### config.mk
export PLATFORM = sky130hd
export DESIGN_NAME = wotc_top
export DESIGN_NICKNAME = d
export VERILOG_FILES = /design/src/wotc_pkg.sv /design/src/wotc_src_div.sv /design/src/wotc_trig_edge.sv /design/src/wotc_top.sv
export SDC_FILE = /design/constraint.sdc
export NUM_CORES = 1
export LEC_CHECK = 0
export BUFFER_PORTS_ARGS = -buffer_cell sky130_fd_sc_hd__buf_2
export CAP_MARGIN = 10
export CORE_MARGIN = 4
export CORE_UTILIZATION = 40
export CTS_CLUSTER_SIZE = 20
export DETAILED_ROUTE_END_ITERATION = 8
export SETUP_SLACK_MARGIN = 0.5
export SLEW_MARGIN = 5
export SYNTH_ARGS = -nofsm -noshare
export SYNTH_HDL_FRONTEND = slang
export SYNTH_SLANG_ARGS = --single-unit
### constraint.sdc
create_clock -name pclk -period 4.53 [get_ports pclk]
set_clock_uncertainty 0.05 [all_clocks]
set_input_delay 0.6795 -clock pclk [delete_from_list [all_inputs] [get_ports pclk]]
set_output_delay 0.6795 -clock pclk [all_outputs]
set_load 0.1 [all_outputs]
### src/wotc_pkg.sv
package wotc_pkg;

   // Register indices; byte address is four times the index
   localparam logic [11:0] TCTL_IDX = 12'h108;
   localparam logic [11:0] OSCTL_IDX = 12'h109;
   localparam logic [11:0] TIOC_IDX = 12'h10a;
   localparam logic [11:0] TMODE_IDX = 12'h10b;
   localparam logic [11:0] PRE_IDX = 12'h10c;
   localparam logic [11:0] SEC_IDX = 12'h10d;
   localparam logic [11:0] PRI_IDX = 12'h10e;
   localparam int ADDR_W = 14;
   localparam int IDX_LSB = 2;

   // Timer control fields
   localparam int TCTL_START = 0;
   localparam int TCTL_STATUS = 1;
   localparam int TCTL_FSTOP = 2;

   // One-shot control fields
   localparam int OS_START = 0;
   localparam int OS_STOP = 1;
   localparam int OS_ACTIVE = 2;

   // Trigger and output control fields
   localparam int TIOC_LEVEL = 0;
   localparam int TIOC_OSW = 1;
   localparam int TIOC_PINEN = 2;
   localparam int TIOC_EDGE = 3;
   localparam logic [7:0] TIOC_WMASK = 8'h0f;
   localparam logic [7:0] TIOC_RST = 8'h00;

   // Mode register: count source select
   localparam int SRC_LSB = 0;
   localparam int SRC_W = 2;
   localparam logic [7:0] TMODE_WMASK = 8'h03;

   // Reset values of the counting registers
   localparam logic [7:0] PRE_RST = 8'hff;
   localparam logic [7:0] PRI_RST = 8'hff;
   localparam logic [7:0] SEC_RST = 8'hff;
   localparam logic [7:0] CNT_ZERO = 8'h00;

   // Count source choices
   typedef enum logic [1:0] {
      SRC_F1,
      SRC_F2,
      SRC_F8,
      SRC_COMPANION
   } wotc_src_t;
   localparam logic [2:0] DIV2_LAST = 3'h1;
   localparam logic [2:0] DIV8_LAST = 3'h7;

   // Counting phase of a one-shot
   typedef enum logic {
      PH_WAIT,
      PH_PULSE
   } wotc_phase_t;

endpackage : wotc_pkg

### src/wotc_src_div.sv
`timescale 1ns/1ps
`default_nettype none
// Count source: one-cycle enable pulses at the chosen rate
module wotc_src_div
(
   input wire logic pclk,
   input wire logic presetn,
   input wire logic [wotc_pkg::SRC_W-1:0] src_sel,
   input wire logic companion_uf,
   output logic src_tick
);
   import wotc_pkg::*;

   // Free running prescale counter
   logic [2:0] div_q;
   logic [2:0] last;

   // Wrap point for the selected rate
   always_comb
   begin
      last = (src_sel == SRC_F8) ? DIV8_LAST : DIV2_LAST;
   end

   // Divider advance
   always_ff @(posedge pclk or negedge presetn)
   begin
      if (!presetn)
         div_q <= 3'h0;
      else if (div_q >= last)
         div_q <= 3'h0;
      else
         div_q <= div_q + 3'h1;
   end

   // Tick select; companion underflow is used as delivered
   always_comb
   begin
      unique case (wotc_src_t'(src_sel))
         SRC_F1: src_tick = 1'b1;
         SRC_F2, SRC_F8: src_tick = (div_q == last);
         SRC_COMPANION: src_tick = companion_uf;
      endcase
   end
endmodule : wotc_src_div
`default_nettype wire

### src/wotc_trig_edge.sv
`timescale 1ns/1ps
`default_nettype none
// External trigger edge detector
module wotc_trig_edge
(
   input wire logic pclk,
   input wire logic presetn,
   input wire logic trig_pin,
   input wire logic pin_en,
   input wire logic rise_sel,
   output logic trig_pulse
);
   import wotc_pkg::*;

   // Previous pin level
   logic prev_q;

   // Pin history
   always_ff @(posedge pclk or negedge presetn)
   begin
      if (!presetn)
         prev_q <= 1'b0;
      else
         prev_q <= trig_pin;
   end

   // Chosen edge, gated by the pin enable
   always_comb
   begin
      if (!pin_en)
         trig_pulse = 1'b0;
      else if (rise_sel)
         trig_pulse = trig_pin && !prev_q;
      else
         trig_pulse = !trig_pin && prev_q;
   end
endmodule : wotc_trig_edge
`default_nettype wire

### src/wotc_top.sv
// Functional notes
// - Level select sets pulse and idle polarity
// - Pin edges trigger only when enabled
// - Edge select: zero falling, one rising
// - Upper control bits read zero
// - Timer stopped after reset
// - Count bytes read separately, may change
// - Stop reloads counter, then halts
// - Status rises one-two source cycles later
// - Status falls one-two source cycles later
// - Forced stop halts at once
// - Active flag follows after one-two cycles
// - Crossed start/stop leaves either value
// - Wait lasts (pre+1)(pri+1) source cycles
// - Pulse lasts (pre+1)(sec+1) source cycles
// - Primary underflow loads secondary, secondary ends
// - Request raised as pulse ends
`timescale 1ns/1ps
`default_nettype none
module wotc_top
(
   input wire logic pclk,
   input wire logic presetn,
   input wire logic psel,
   input wire logic penable,
   input wire logic pwrite,
   input wire logic [wotc_pkg::ADDR_W-1:0] paddr,
   input wire logic [31:0] pwdata,
   output logic [31:0] prdata,
   output logic pready,
   output logic pslverr,
   input wire logic external_trigger_pin,
   input wire logic companion_uf,
   output logic pulse_output_pin,
   output logic timer_irq
);
   import wotc_pkg::*;

   // Index hit test, shared by read and write paths
   function automatic logic idx_hit(input logic [ADDR_W-1:0] a, input logic [11:0] idx);
      idx_hit = (a[1:0] == 2'b00) && (a[ADDR_W-1:IDX_LSB] == idx);
   endfunction : idx_hit

   function automatic logic mapped(input logic [ADDR_W-1:0] a);
      mapped = idx_hit(a, TCTL_IDX) || idx_hit(a, OSCTL_IDX) || idx_hit(a, TIOC_IDX)
         || idx_hit(a, TMODE_IDX) || idx_hit(a, PRE_IDX) || idx_hit(a, SEC_IDX)
         || idx_hit(a, PRI_IDX);
   endfunction : mapped

   // Software state
   logic start_q;       // Count start bit
   logic [7:0] tioc_q;  // Trigger and output control
   logic [7:0] tmode_q; // Count source select
   logic [7:0] pre_rld_q, pri_rld_q, sec_rld_q;
   // Counting state
   logic sync_q;        // Start seen in count source domain
   logic status_q;      // Count status flag
   logic os_pend_q;     // One-shot request waiting
   logic os_stage_q;    // Second step of request sync
   logic os_req_q;      // 1 start, 0 stop
   logic os_active_q;   // One-shot active flag
   logic [7:0] pre_cnt_q, main_cnt_q;
   wotc_phase_t phase_q;
   logic [31:0] prdata_q;
   logic irq_q;
   logic pulse_q;
   // Strobes
   logic wr, src_tick, pin_trig, sw_trig, sw_stop, fstop, trig;
   logic pre_uf, main_uf, sec_uf, halt;

   assign wr = psel && penable && pwrite && mapped(paddr);
   assign sw_trig = wr && idx_hit(paddr, OSCTL_IDX) && pwdata[OS_START];
   assign sw_stop = wr && idx_hit(paddr, OSCTL_IDX) && pwdata[OS_STOP];
   assign fstop = wr && idx_hit(paddr, TCTL_IDX) && pwdata[TCTL_FSTOP];

   // Count source divider
   wotc_src_div u_div (
      .pclk(pclk),
      .presetn(presetn),
      .src_sel(tmode_q[SRC_LSB +: SRC_W]),
      .companion_uf(companion_uf),
      .src_tick(src_tick)
   );

   wotc_trig_edge u_trig (
      .pclk(pclk),
      .presetn(presetn),
      .trig_pin(external_trigger_pin),
      .pin_en(tioc_q[TIOC_PINEN]),
      .rise_sel(tioc_q[TIOC_EDGE]),
      .trig_pulse(pin_trig)
   );

   // Triggers while active are ignored, no retrigger
   assign trig = (sw_trig || pin_trig) && status_q && !os_active_q;

   // APB: zero wait, data latched in setup
   assign pready = 1'b1;
   assign pslverr = psel && penable && !mapped(paddr);
   assign prdata = prdata_q;

   // Underflow chain while counting
   assign pre_uf = status_q && os_active_q && src_tick && (pre_cnt_q == CNT_ZERO);
   assign main_uf = pre_uf && (main_cnt_q == CNT_ZERO);
   assign sec_uf = main_uf && (phase_q == PH_PULSE);
   assign halt = (src_tick && os_stage_q && !os_req_q) || (src_tick && sync_q == 1'b0
      && status_q);

   // Read mux; upper bits zero, prescaler and primary bytes are live counts, secondary byte is its reload value
   always_ff @(posedge pclk or negedge presetn)
   begin
      if (!presetn)
         prdata_q <= 32'h0;
      else if (psel && !penable)
      begin
         prdata_q <= 32'h0;
         if (idx_hit(paddr, TCTL_IDX))
            prdata_q[TCTL_STATUS:TCTL_START] <= {status_q, start_q};
         else if (idx_hit(paddr, OSCTL_IDX))
            prdata_q[OS_ACTIVE] <= os_active_q;
         else if (idx_hit(paddr, TIOC_IDX))
            prdata_q[7:0] <= tioc_q;
         else if (idx_hit(paddr, TMODE_IDX))
            prdata_q[7:0] <= tmode_q;
         else if (idx_hit(paddr, PRE_IDX))
            prdata_q[7:0] <= pre_cnt_q;
         else if (idx_hit(paddr, SEC_IDX))
            prdata_q[7:0] <= sec_rld_q;
         else if (idx_hit(paddr, PRI_IDX))
            prdata_q[7:0] <= main_cnt_q;
      end
   end

   // Control register writes; start cleared at reset
   always_ff @(posedge pclk or negedge presetn)
   begin
      if (!presetn)
      begin
         start_q <= 1'b0;
         tioc_q <= TIOC_RST;
         tmode_q <= 8'h00;
      end
      else if (fstop)
         start_q <= 1'b0;
      else if (wr)
      begin
         if (idx_hit(paddr, TCTL_IDX))
            start_q <= pwdata[TCTL_START];
         if (idx_hit(paddr, TIOC_IDX))
            tioc_q <= pwdata[7:0] & TIOC_WMASK;
         if (idx_hit(paddr, TMODE_IDX))
            tmode_q <= pwdata[7:0] & TMODE_WMASK;
      end
   end

   // Reload registers always take writes
   always_ff @(posedge pclk or negedge presetn)
   begin
      if (!presetn)
      begin
         pre_rld_q <= PRE_RST;
         pri_rld_q <= PRI_RST;
         sec_rld_q <= SEC_RST;
      end
      else if (wr)
      begin
         if (idx_hit(paddr, PRE_IDX))
            pre_rld_q <= pwdata[7:0];
         if (idx_hit(paddr, PRI_IDX))
            pri_rld_q <= pwdata[7:0];
         if (idx_hit(paddr, SEC_IDX))
            sec_rld_q <= pwdata[7:0];
      end
   end

   // status rises after one or two source ticks
   // status falls after one or two source ticks
   always_ff @(posedge pclk or negedge presetn)
   begin
      if (!presetn)
      begin
         sync_q <= 1'b0;
         status_q <= 1'b0;
      end
      // no wait for the count source
      else if (fstop)
      begin
         sync_q <= 1'b0;
         status_q <= 1'b0;
      end
      else if (src_tick)
      begin
         sync_q <= start_q;
         status_q <= sync_q;
      end
   end

   // active flag changes on the second tick
   // latest request wins when requests cross
   always_ff @(posedge pclk or negedge presetn)
   begin
      if (!presetn)
      begin
         os_pend_q <= 1'b0;
         os_stage_q <= 1'b0;
         os_req_q <= 1'b0;
         os_active_q <= 1'b0;
      end
      else if (fstop || (src_tick && !sync_q))
      begin
         os_pend_q <= 1'b0;
         os_stage_q <= 1'b0;
         os_active_q <= 1'b0;
      end
      else
      begin
         // New request restarts the sync, wins over a tick
         if (trig || sw_stop)
         begin
            os_pend_q <= 1'b1;
            os_stage_q <= 1'b0;
            os_req_q <= trig;
         end
         else if (src_tick && os_stage_q)
         begin
            os_pend_q <= 1'b0;
            os_stage_q <= 1'b0;
            os_active_q <= os_req_q;
         end
         else if (src_tick && os_pend_q)
            os_stage_q <= 1'b1;
         if (sec_uf)
            os_active_q <= 1'b0;
      end
   end

   // Prescaler and main counter
   always_ff @(posedge pclk or negedge presetn)
   begin
      if (!presetn)
      begin
         pre_cnt_q <= PRE_RST;
         main_cnt_q <= PRI_RST;
         phase_q <= PH_WAIT;
      end
      // reload and stop, live count lost
      else if (fstop || halt)
      begin
         pre_cnt_q <= pre_rld_q;
         main_cnt_q <= pri_rld_q;
         phase_q <= PH_WAIT;
      end
      else if (!status_q && wr && idx_hit(paddr, PRE_IDX))
         pre_cnt_q <= pwdata[7:0];
      else if (!status_q && wr && idx_hit(paddr, PRI_IDX))
         main_cnt_q <= pwdata[7:0];
      else if (status_q && os_active_q && src_tick)
      begin
         if (pre_cnt_q == CNT_ZERO)
            pre_cnt_q <= pre_rld_q;
         else
            pre_cnt_q <= pre_cnt_q - 8'h01;
         if (pre_uf)
         begin
            if (!main_uf)
               main_cnt_q <= main_cnt_q - 8'h01;
            else
            begin
               // primary loads secondary, secondary loads primary
               unique case (phase_q)
                  PH_WAIT:
                  begin
                     main_cnt_q <= sec_rld_q;
                     phase_q <= PH_PULSE;
                  end
                  PH_PULSE:
                  begin
                     main_cnt_q <= pri_rld_q;
                     phase_q <= PH_WAIT;
                  end
               endcase
            end
         end
      end
   end

   // pulse level inverted from idle level
   // request and pulse end on the same edge
   always_ff @(posedge pclk or negedge presetn)
   begin
      if (!presetn)
      begin
         pulse_q <= 1'b0;
         irq_q <= 1'b0;
      end
      else
      begin
         // Rise and fall on the phase edges, so the width is exact in ticks
         if (fstop || halt || sec_uf)
            pulse_q <= 1'b0;
         else if (main_uf && phase_q == PH_WAIT)
            pulse_q <= 1'b1;
         irq_q <= sec_uf;
      end
   end

   assign pulse_output_pin = pulse_q ^ tioc_q[TIOC_LEVEL];
   assign timer_irq = irq_q;

   // pin leaves idle level only in pulse
   a_pulse_level: assert property (@(posedge pclk) disable iff (!presetn)
      (pulse_output_pin != tioc_q[TIOC_LEVEL]) |-> phase_q == PH_PULSE && os_active_q)
      else $error("pulse output active outside pulse phase");
   a_pin_gate: assert property (@(posedge pclk) disable iff (!presetn)
      pin_trig |-> tioc_q[TIOC_PINEN])
      else $error("pin trigger while disabled");
   a_trig_edge: assert property (@(posedge pclk) disable iff (!presetn)
      pin_trig |-> (external_trigger_pin == tioc_q[TIOC_EDGE])
      && (external_trigger_pin != $past(external_trigger_pin)))
      else $error("trigger on wrong edge");
   a_tioc_resv: assert property (@(posedge pclk) disable iff (!presetn)
      tioc_q[7:4] == 4'h0)
      else $error("reserved trigger control bits set");
   // status rises only after start seen twice
   a_status_rise: assert property (@(posedge pclk) disable iff (!presetn)
      $rose(status_q) |-> $past(sync_q) && $past(src_tick))
      else $error("status rose without sync");
   a_force_stop: assert property (@(posedge pclk) disable iff (!presetn)
      fstop |=> !status_q && !os_active_q && !start_q)
      else $error("forced stop did not halt");
   // active flag rises only from staged request
   a_os_rise: assert property (@(posedge pclk) disable iff (!presetn)
      $rose(os_active_q) |-> $past(os_stage_q) && $past(src_tick))
      else $error("active flag rose too early");
   a_sec_end: assert property (@(posedge pclk) disable iff (!presetn)
      sec_uf |=> !os_active_q && main_cnt_q == $past(pri_rld_q))
      else $error("secondary underflow did not end");
   a_irq_edge: assert property (@(posedge pclk) disable iff (!presetn)
      timer_irq |-> !pulse_q && $past(pulse_q))
      else $error("request not at pulse end");

   c_oneshot: cover property (@(posedge pclk) disable iff (!presetn) $rose(os_active_q));
   c_pulse_end: cover property (@(posedge pclk) disable iff (!presetn) timer_irq);
   c_force: cover property (@(posedge pclk) disable iff (!presetn) fstop && os_active_q);
endmodule : wotc_top
`default_nettype wire

==> results of run 1 <==
## metrics by stage
step,worst slack (ps),cell area (um2)
2_1_floorplan,1200,4340
3_3_place_gp,1310,4460
3_5_place_dp,1290,4460
4_1_cts,1290,4690
5_1_grt,1230,4690
6_report,1290,4690
## cell type report
cell class,instances,area [um2]
fill,1020,5640
timing repair buffer,42,218
tap,136,170
sequential,68,1750
multi-input combinational,350,2280
clock buffer,10,138
clock inverter,6,86.3
inverter,11,41.3
## placed cells by master, fill, tap and decap left out, types with 8 or more instances in the layout
cell	n
nand2_1	51
dfstp_2	40
buf_2	39
mux2_2	33
a21oi_1	32
nor2_1	29
o21ai_0	28
dfrtp_1	28
conb_1	25
mux2i_1	20
inv_1	11
clkbuf_8	10
ha_1	9
and3_1	8
nand2b_1	8
o22ai_1	8
o31ai_1	8
## routing by layer
| layer | part of all wire [%] | routed length, um | track usage (%) | vias up |
|---|---|---|---|---|
| li1 | - | - | - | 1626 |
| met1 | 47 | 5040 | 24.9 | 1737 |
| met2 | 46 | 4940 | 27.3 | 112 |
| met3 | 6.1 | 660 | 2.51 | 11 |
| met4 | 1.4 | 146 | 5.52 | 0 |
| met5 | 0 | 0 | 0 | - |
## sequential cells by signal, indices dropped and copies added, names as in the netlist
register,flops
main_cnt_q,8
status_q,1
prdata,8
os_pend_q,1
sec_rld_q,8
sync_q,1
phase_q,1
pre_cnt_q,8
pre_rld_q,8
u_trig.prev_q,1
timer_irq,1
pulse_q,1
os_req_q,1
pri_rld_q,8
tioc_q,4
os_active_q,1
os_stage_q,1
u_div.div_q,3
tmode_q,2
start_q,1
## cell usage after synthesis, types with 9 or more instances
cell type  instances
buf_4             25
nor2_1            29
o21ai_0           28
clkbuf_1          14
nand2_1           51
a21oi_1           32
mux2i_1           20
inv_1             11
dfstp_2           40
dfrtp_1           28
mux2_2            33
ha_1               9
## power by group through the flow
stage | logic, uW | registers [uW] | clock network, uW
3_5_place_dp | 251 | 657 | 0
2_1_floorplan | 214 | 652 | 0
3_3_place_gp | 249 | 656 | 0
5_1_grt | 273 | 649 | 611
6_report | 251 | 646 | 574
4_1_cts | 253 | 647 | 582
## cell families (layout without fill, tap and decap cells)
group                    count (synthesis)  count (layout)  synth area share [%]
XOR/XNOR                                 9               9                  1.85
buffers and inverters                   56              69                  7.27
adder cells (fa/ha/maj)                  9               9                  2.65
flip-flops                              68              68                  41.2
AND/OR/NAND/NOR                        147             147                  17.7
other                                    2              25                 0.177
multiplexers                            53              53                  13.4
AO/OA/AOI/OAI                          107             107                  15.8
## worst max-delay path: cells and delay by family
family	cells	cell delay [ps]
buffers and inverters	2	380
AND/OR/NAND/NOR	3	1260
AO/OA/AOI/OAI	1	190
## how the worst max path moves through the flow
| stage | start | end | slack [ps] | cells after the start |
|---|---|---|---|---|
| 3_5_place_dp | paddr[1] | pslverr | 1290 | 6 |
| 6_report | paddr[1] | pslverr | 1290 | 6 |
| 3_3_place_gp | paddr[1] | pslverr | 1310 | 6 |
| 2_1_floorplan | paddr[3] | pslverr | 1200 | 4 |
| 4_1_cts | paddr[1] | pslverr | 1290 | 6 |
| 5_1_grt | paddr[6] | pslverr | 1230 | 6 |
==> qor.txt, run 1 <==
Status: finished, final reports clean
Clock-pin slew on the worst setup and hold paths: 80 ps
Root Driver: clkbuf_8
ANT nets after route: 0
Net Switching: 453 uW
Die Ht: 111 um
Post-DP HPWL: 7690 um
Clock Power Share: 39.0%
Clock tree buffer depth: 2
Total Nets Final: 544
Final wirelength: 10800 um
Max incr delay on CP: 650 ps
Max Cap Viol: 0
Crit path DAT: 2510 ps
R2R Path Start: tmode_q[0]
Hold Path Depth: 1
Post-Place Cells: 607
DRT iter0 DRCs: 238
Post-synthesis sequential area ratio: 41.2%
TritonRoute pass-1 iters: 4
Via density: 5.60
Total power: 1470 uW
Reg-to-reg endpoint: main_cnt_q[0]
Grt ovf: 0
Setup violations, final: 0
Slew @ Worst Pin: 996 ps
Syn Inst Count: 451
Buffers on Ports: 39
Normalized max-slew margin: 33.4%
Core footprint: 0.0103 mm2
Rows: 37
Flop2flop setup slack: 1490 ps
Area growth, synth to finish: 10.2%
First-pass GRT wire length: 17400 um
Synth Register Bits: 68
Crit-path most repeated cell: buf_2
TritonCTS buffer count: 9
Via Count: 3486
Startpoint Class: input pin
Ys flop type: dfstp_2
Largest net degree at the start of global routing: 41
Hold Path Class: in -> reg
Switching share of total power: 30.8%
Non-filler cells in the finished layout: 623
WL/cell: 17.3 um
Final Cycle Share: 71.5%
Die Width: 111 um
Vias in the first global route: 3271
Initial Util: 41.2%
Post-cts sizing count: 0
Final Max Tran Viols: 0
Share of Yosys cell area claimed by the top area cell type: 24.7%
Mapped Area: 0.00425 mm2
Critical Path Sink Type: output pin
Crit Path Max Fanout: 13
Final hold vios: 0
Worst VDD drop: 147 uV
Reg2reg path depth: 10
Final GP Congestion: 0.836
Hold-fix buffers, CTS: 0
I/O pin total: 89
Share of cells above drive strength 1: 28.7%
Clock latency on the worst-skew pair: 350 ps
F_max: 0.309 GHz
Worst path cell trace: buf_2, or4b_4, or4_4, a21oi_1, nor3_2, buf_2
Cell variety after synth: 60
Worst Setup Path Type: in -> out
WHS: 404 ps
DR DRC count: 0
Post-CTS Setup Bufs: 0
Final core occ: 45.4%
# H-tree levels: 3
Hold path startpoint: external_trigger_pin
Gate power share: 17.1%
Top post-synthesis cells by area: dfstp_2 25%, dfrtp_1 16%, mux2_2 8.7%, mux2i_1 4.7%, nand2_1 4.5%
RSZ-0062 raised after global routing: no
Total GRT Usage: 17.4%
CTS tree: yes
Power Density: 314 mW/mm2
Min cycle time layout: 3240 ps
# diodes: 0
FFs w/ async S/R, synth: 100%
Internal: 1020 uW
Sink Count: 68
Hold EP: u_trig.prev_q
Required @ worst endpoint: 3800 ps
Ys Warns: 0
Slowest cell on crit path: or4_4
Post-synth EDFFs: 0
Leakage: 0.00201 uW
Synthesized area per cell: 9.43 um2
Seq pwr share: 43.9%
Setup TNS: 0 ps
Synth area leader: dfstp_2
Die area: 0.0123 mm2
Initial antenna violation count: 0
Power figures use the tool's default switching activity.
==> run 2, diff against run 1 <==
clock period = 2.75 ns   (was 4.53 ns; I/O delays follow)
==> run 2 against run 1 <==
Cell area grew 12%; non-clock buffer count grew 34; die area is the same; cell count grew 5.5%; first-iteration DRC count shrank 1.3%; sequential share of layout area shrank 4.1 points; worst hold slack lost 390 ps; sequential power grew 66%; largest cell class unchanged.
==> qor.txt, run 2 (synthesis results as in run 1) <==
Area growth, synth to finish: 23.8%
Largest net degree at the start of global routing: 44
# diodes: 0
TritonRoute pass-1 iters: 5
DR DRC count: 0
Sink Count: 68
Vias in the first global route: 3461
Total Nets Final: 578
Flop2flop setup slack: 450 ps
Root Driver: clkbuf_8
Die Width: 111 um
FILL cells: 921
Share of cells above drive strength 1: 39.5%
CTS tree: yes
Hold-fix buffers, CTS: 0
Via Count: 3674
Rows: 37
Leakage: 0.00225 uW
Max Cap Viol: 0
Final Max Tran Viols: 0
First-pass GRT wire length: 18100 um
Clock tree buffer depth: 2
Startpoint Class: input pin
Via density: 5.59
Final wirelength: 11800 um
Final Cycle Share: 88.0%
WL/cell: 18.0 um
Status: finished, final reports clean
Most common cell after layout, fill and taps aside: nand2_1
Hold Path Class: in -> async
Worst VDD drop: 261 uV
DRT iter0 DRCs: 235
Crit Path Max Fanout: 2
Grt ovf: 0
Initial Util: 41.2%
Clock-pin slew on the worst setup and hold paths: 80 ps
TritonCTS buffer count: 9
Critical Path Sink Type: output pin
Die Ht: 111 um
Crit path DAT: 1960 ps
Min cycle time layout: 2420 ps
Clock latency on the worst-skew pair: 350 ps
# H-tree levels: 3
Worst Setup Path Type: in -> out
WHS: 19.1 ps
Post-DP HPWL: 7890 um
Buffers on Ports: 39
Setup violations, final: 0
Setup TNS: 0 ps
F_max: 0.413 GHz
Total GRT Usage: 18.4%
Die area: 0.0123 mm2
Initial antenna violation count: 0
I/O pin total: 89
Commonest cells after routing, fill and taps aside: 47 x nand2_1, 40 x dfstp_2, 36 x buf_2
Final GP Congestion: 0.895
Final hold vios: 0
Normalized max-slew margin: 61.4%
Core footprint: 0.0103 mm2
ANT nets after route: 0
Power Density: 459 mW/mm2
Required @ worst endpoint: 2290 ps
Slew @ Worst Pin: 580 ps
RSZ-0062 raised after global routing: yes
-- run 2: final cells by class --
cell class	count	area, um2	share of cell area, %
Inverter	11	43.8	0.832
Multi-Input combinational cell	350	2520	47.9
Timing Repair Buffer	76	559	10.6
Clock buffer	14	204	3.87
Tap cell	136	170	3.23
Clock inverter	2	12.5	0.238
Sequential cell	68	1750	33.3
-- run 2: final timing paths --
| kind | from | endpoint | cells past startpoint |
|---|---|---|---|
| min in group pclk | external_trigger_pin | u_trig.prev_q | 1 |
| worst min-delay path | presetn | prdata[7] | 2 |
| worst max register to register | tmode_q[0] | main_cnt_q[7] | 10 |
| worst max-delay path | paddr[1] | pslverr | 6 |
| max in group asynchronous | presetn | prdata[2] | 2 |
| worst min register to register | pre_rld_q[4] | pre_cnt_q[4] | 2 |
-- run 2: routing by layer --
metal  vias up  GRT usage, %  share of wire (%)
li1       1702             -                  -
met1      1793          25.8                 45
met4         0          7.95                2.4
met3        24          3.55                7.0
met2       155          27.6                 46
met5         -             0                  0
-- run 2: power by group --
group,leakage [uW],internal (uW),switching (uW)
clock,0.000110,480,394
sequential,0.000787,1040,35.6
combinational,0.00136,143,330
total,0.00225,1660,759
-- run 2: repair_timing --
action	in CTS	in global routing
gates cloned	0	2
endpoints found under the setup margin	15	22
gates resized for setup	24	25
pin swaps	13	10
setup buffers	5	11
-- run 2: critical path, cell delays in order --
cell     delay (ps)
buf_6            90
or4b_4          530
or4_4           550
a21oi_4         160
nor3_4           60
buf_12          160
-- run 2: through the flow --
stage | utilization [%] | cell area (um2) | power, uW | worst slack, ps | instances
2_1_floorplan | - | 4440 | 1430 | 293 | 474
3_3_place_gp | 45.2 | 4660 | 1500 | 23.7 | 623
3_5_place_dp | 45.2 | 4660 | 1510 | -10.2 | 623
4_1_cts | 48.6 | 5020 | 2410 | 334 | 644
5_1_grt | 51.0 | 5270 | 2530 | 315 | 657
6_report | 51.0 | 5270 | 2420 | 331 | 657
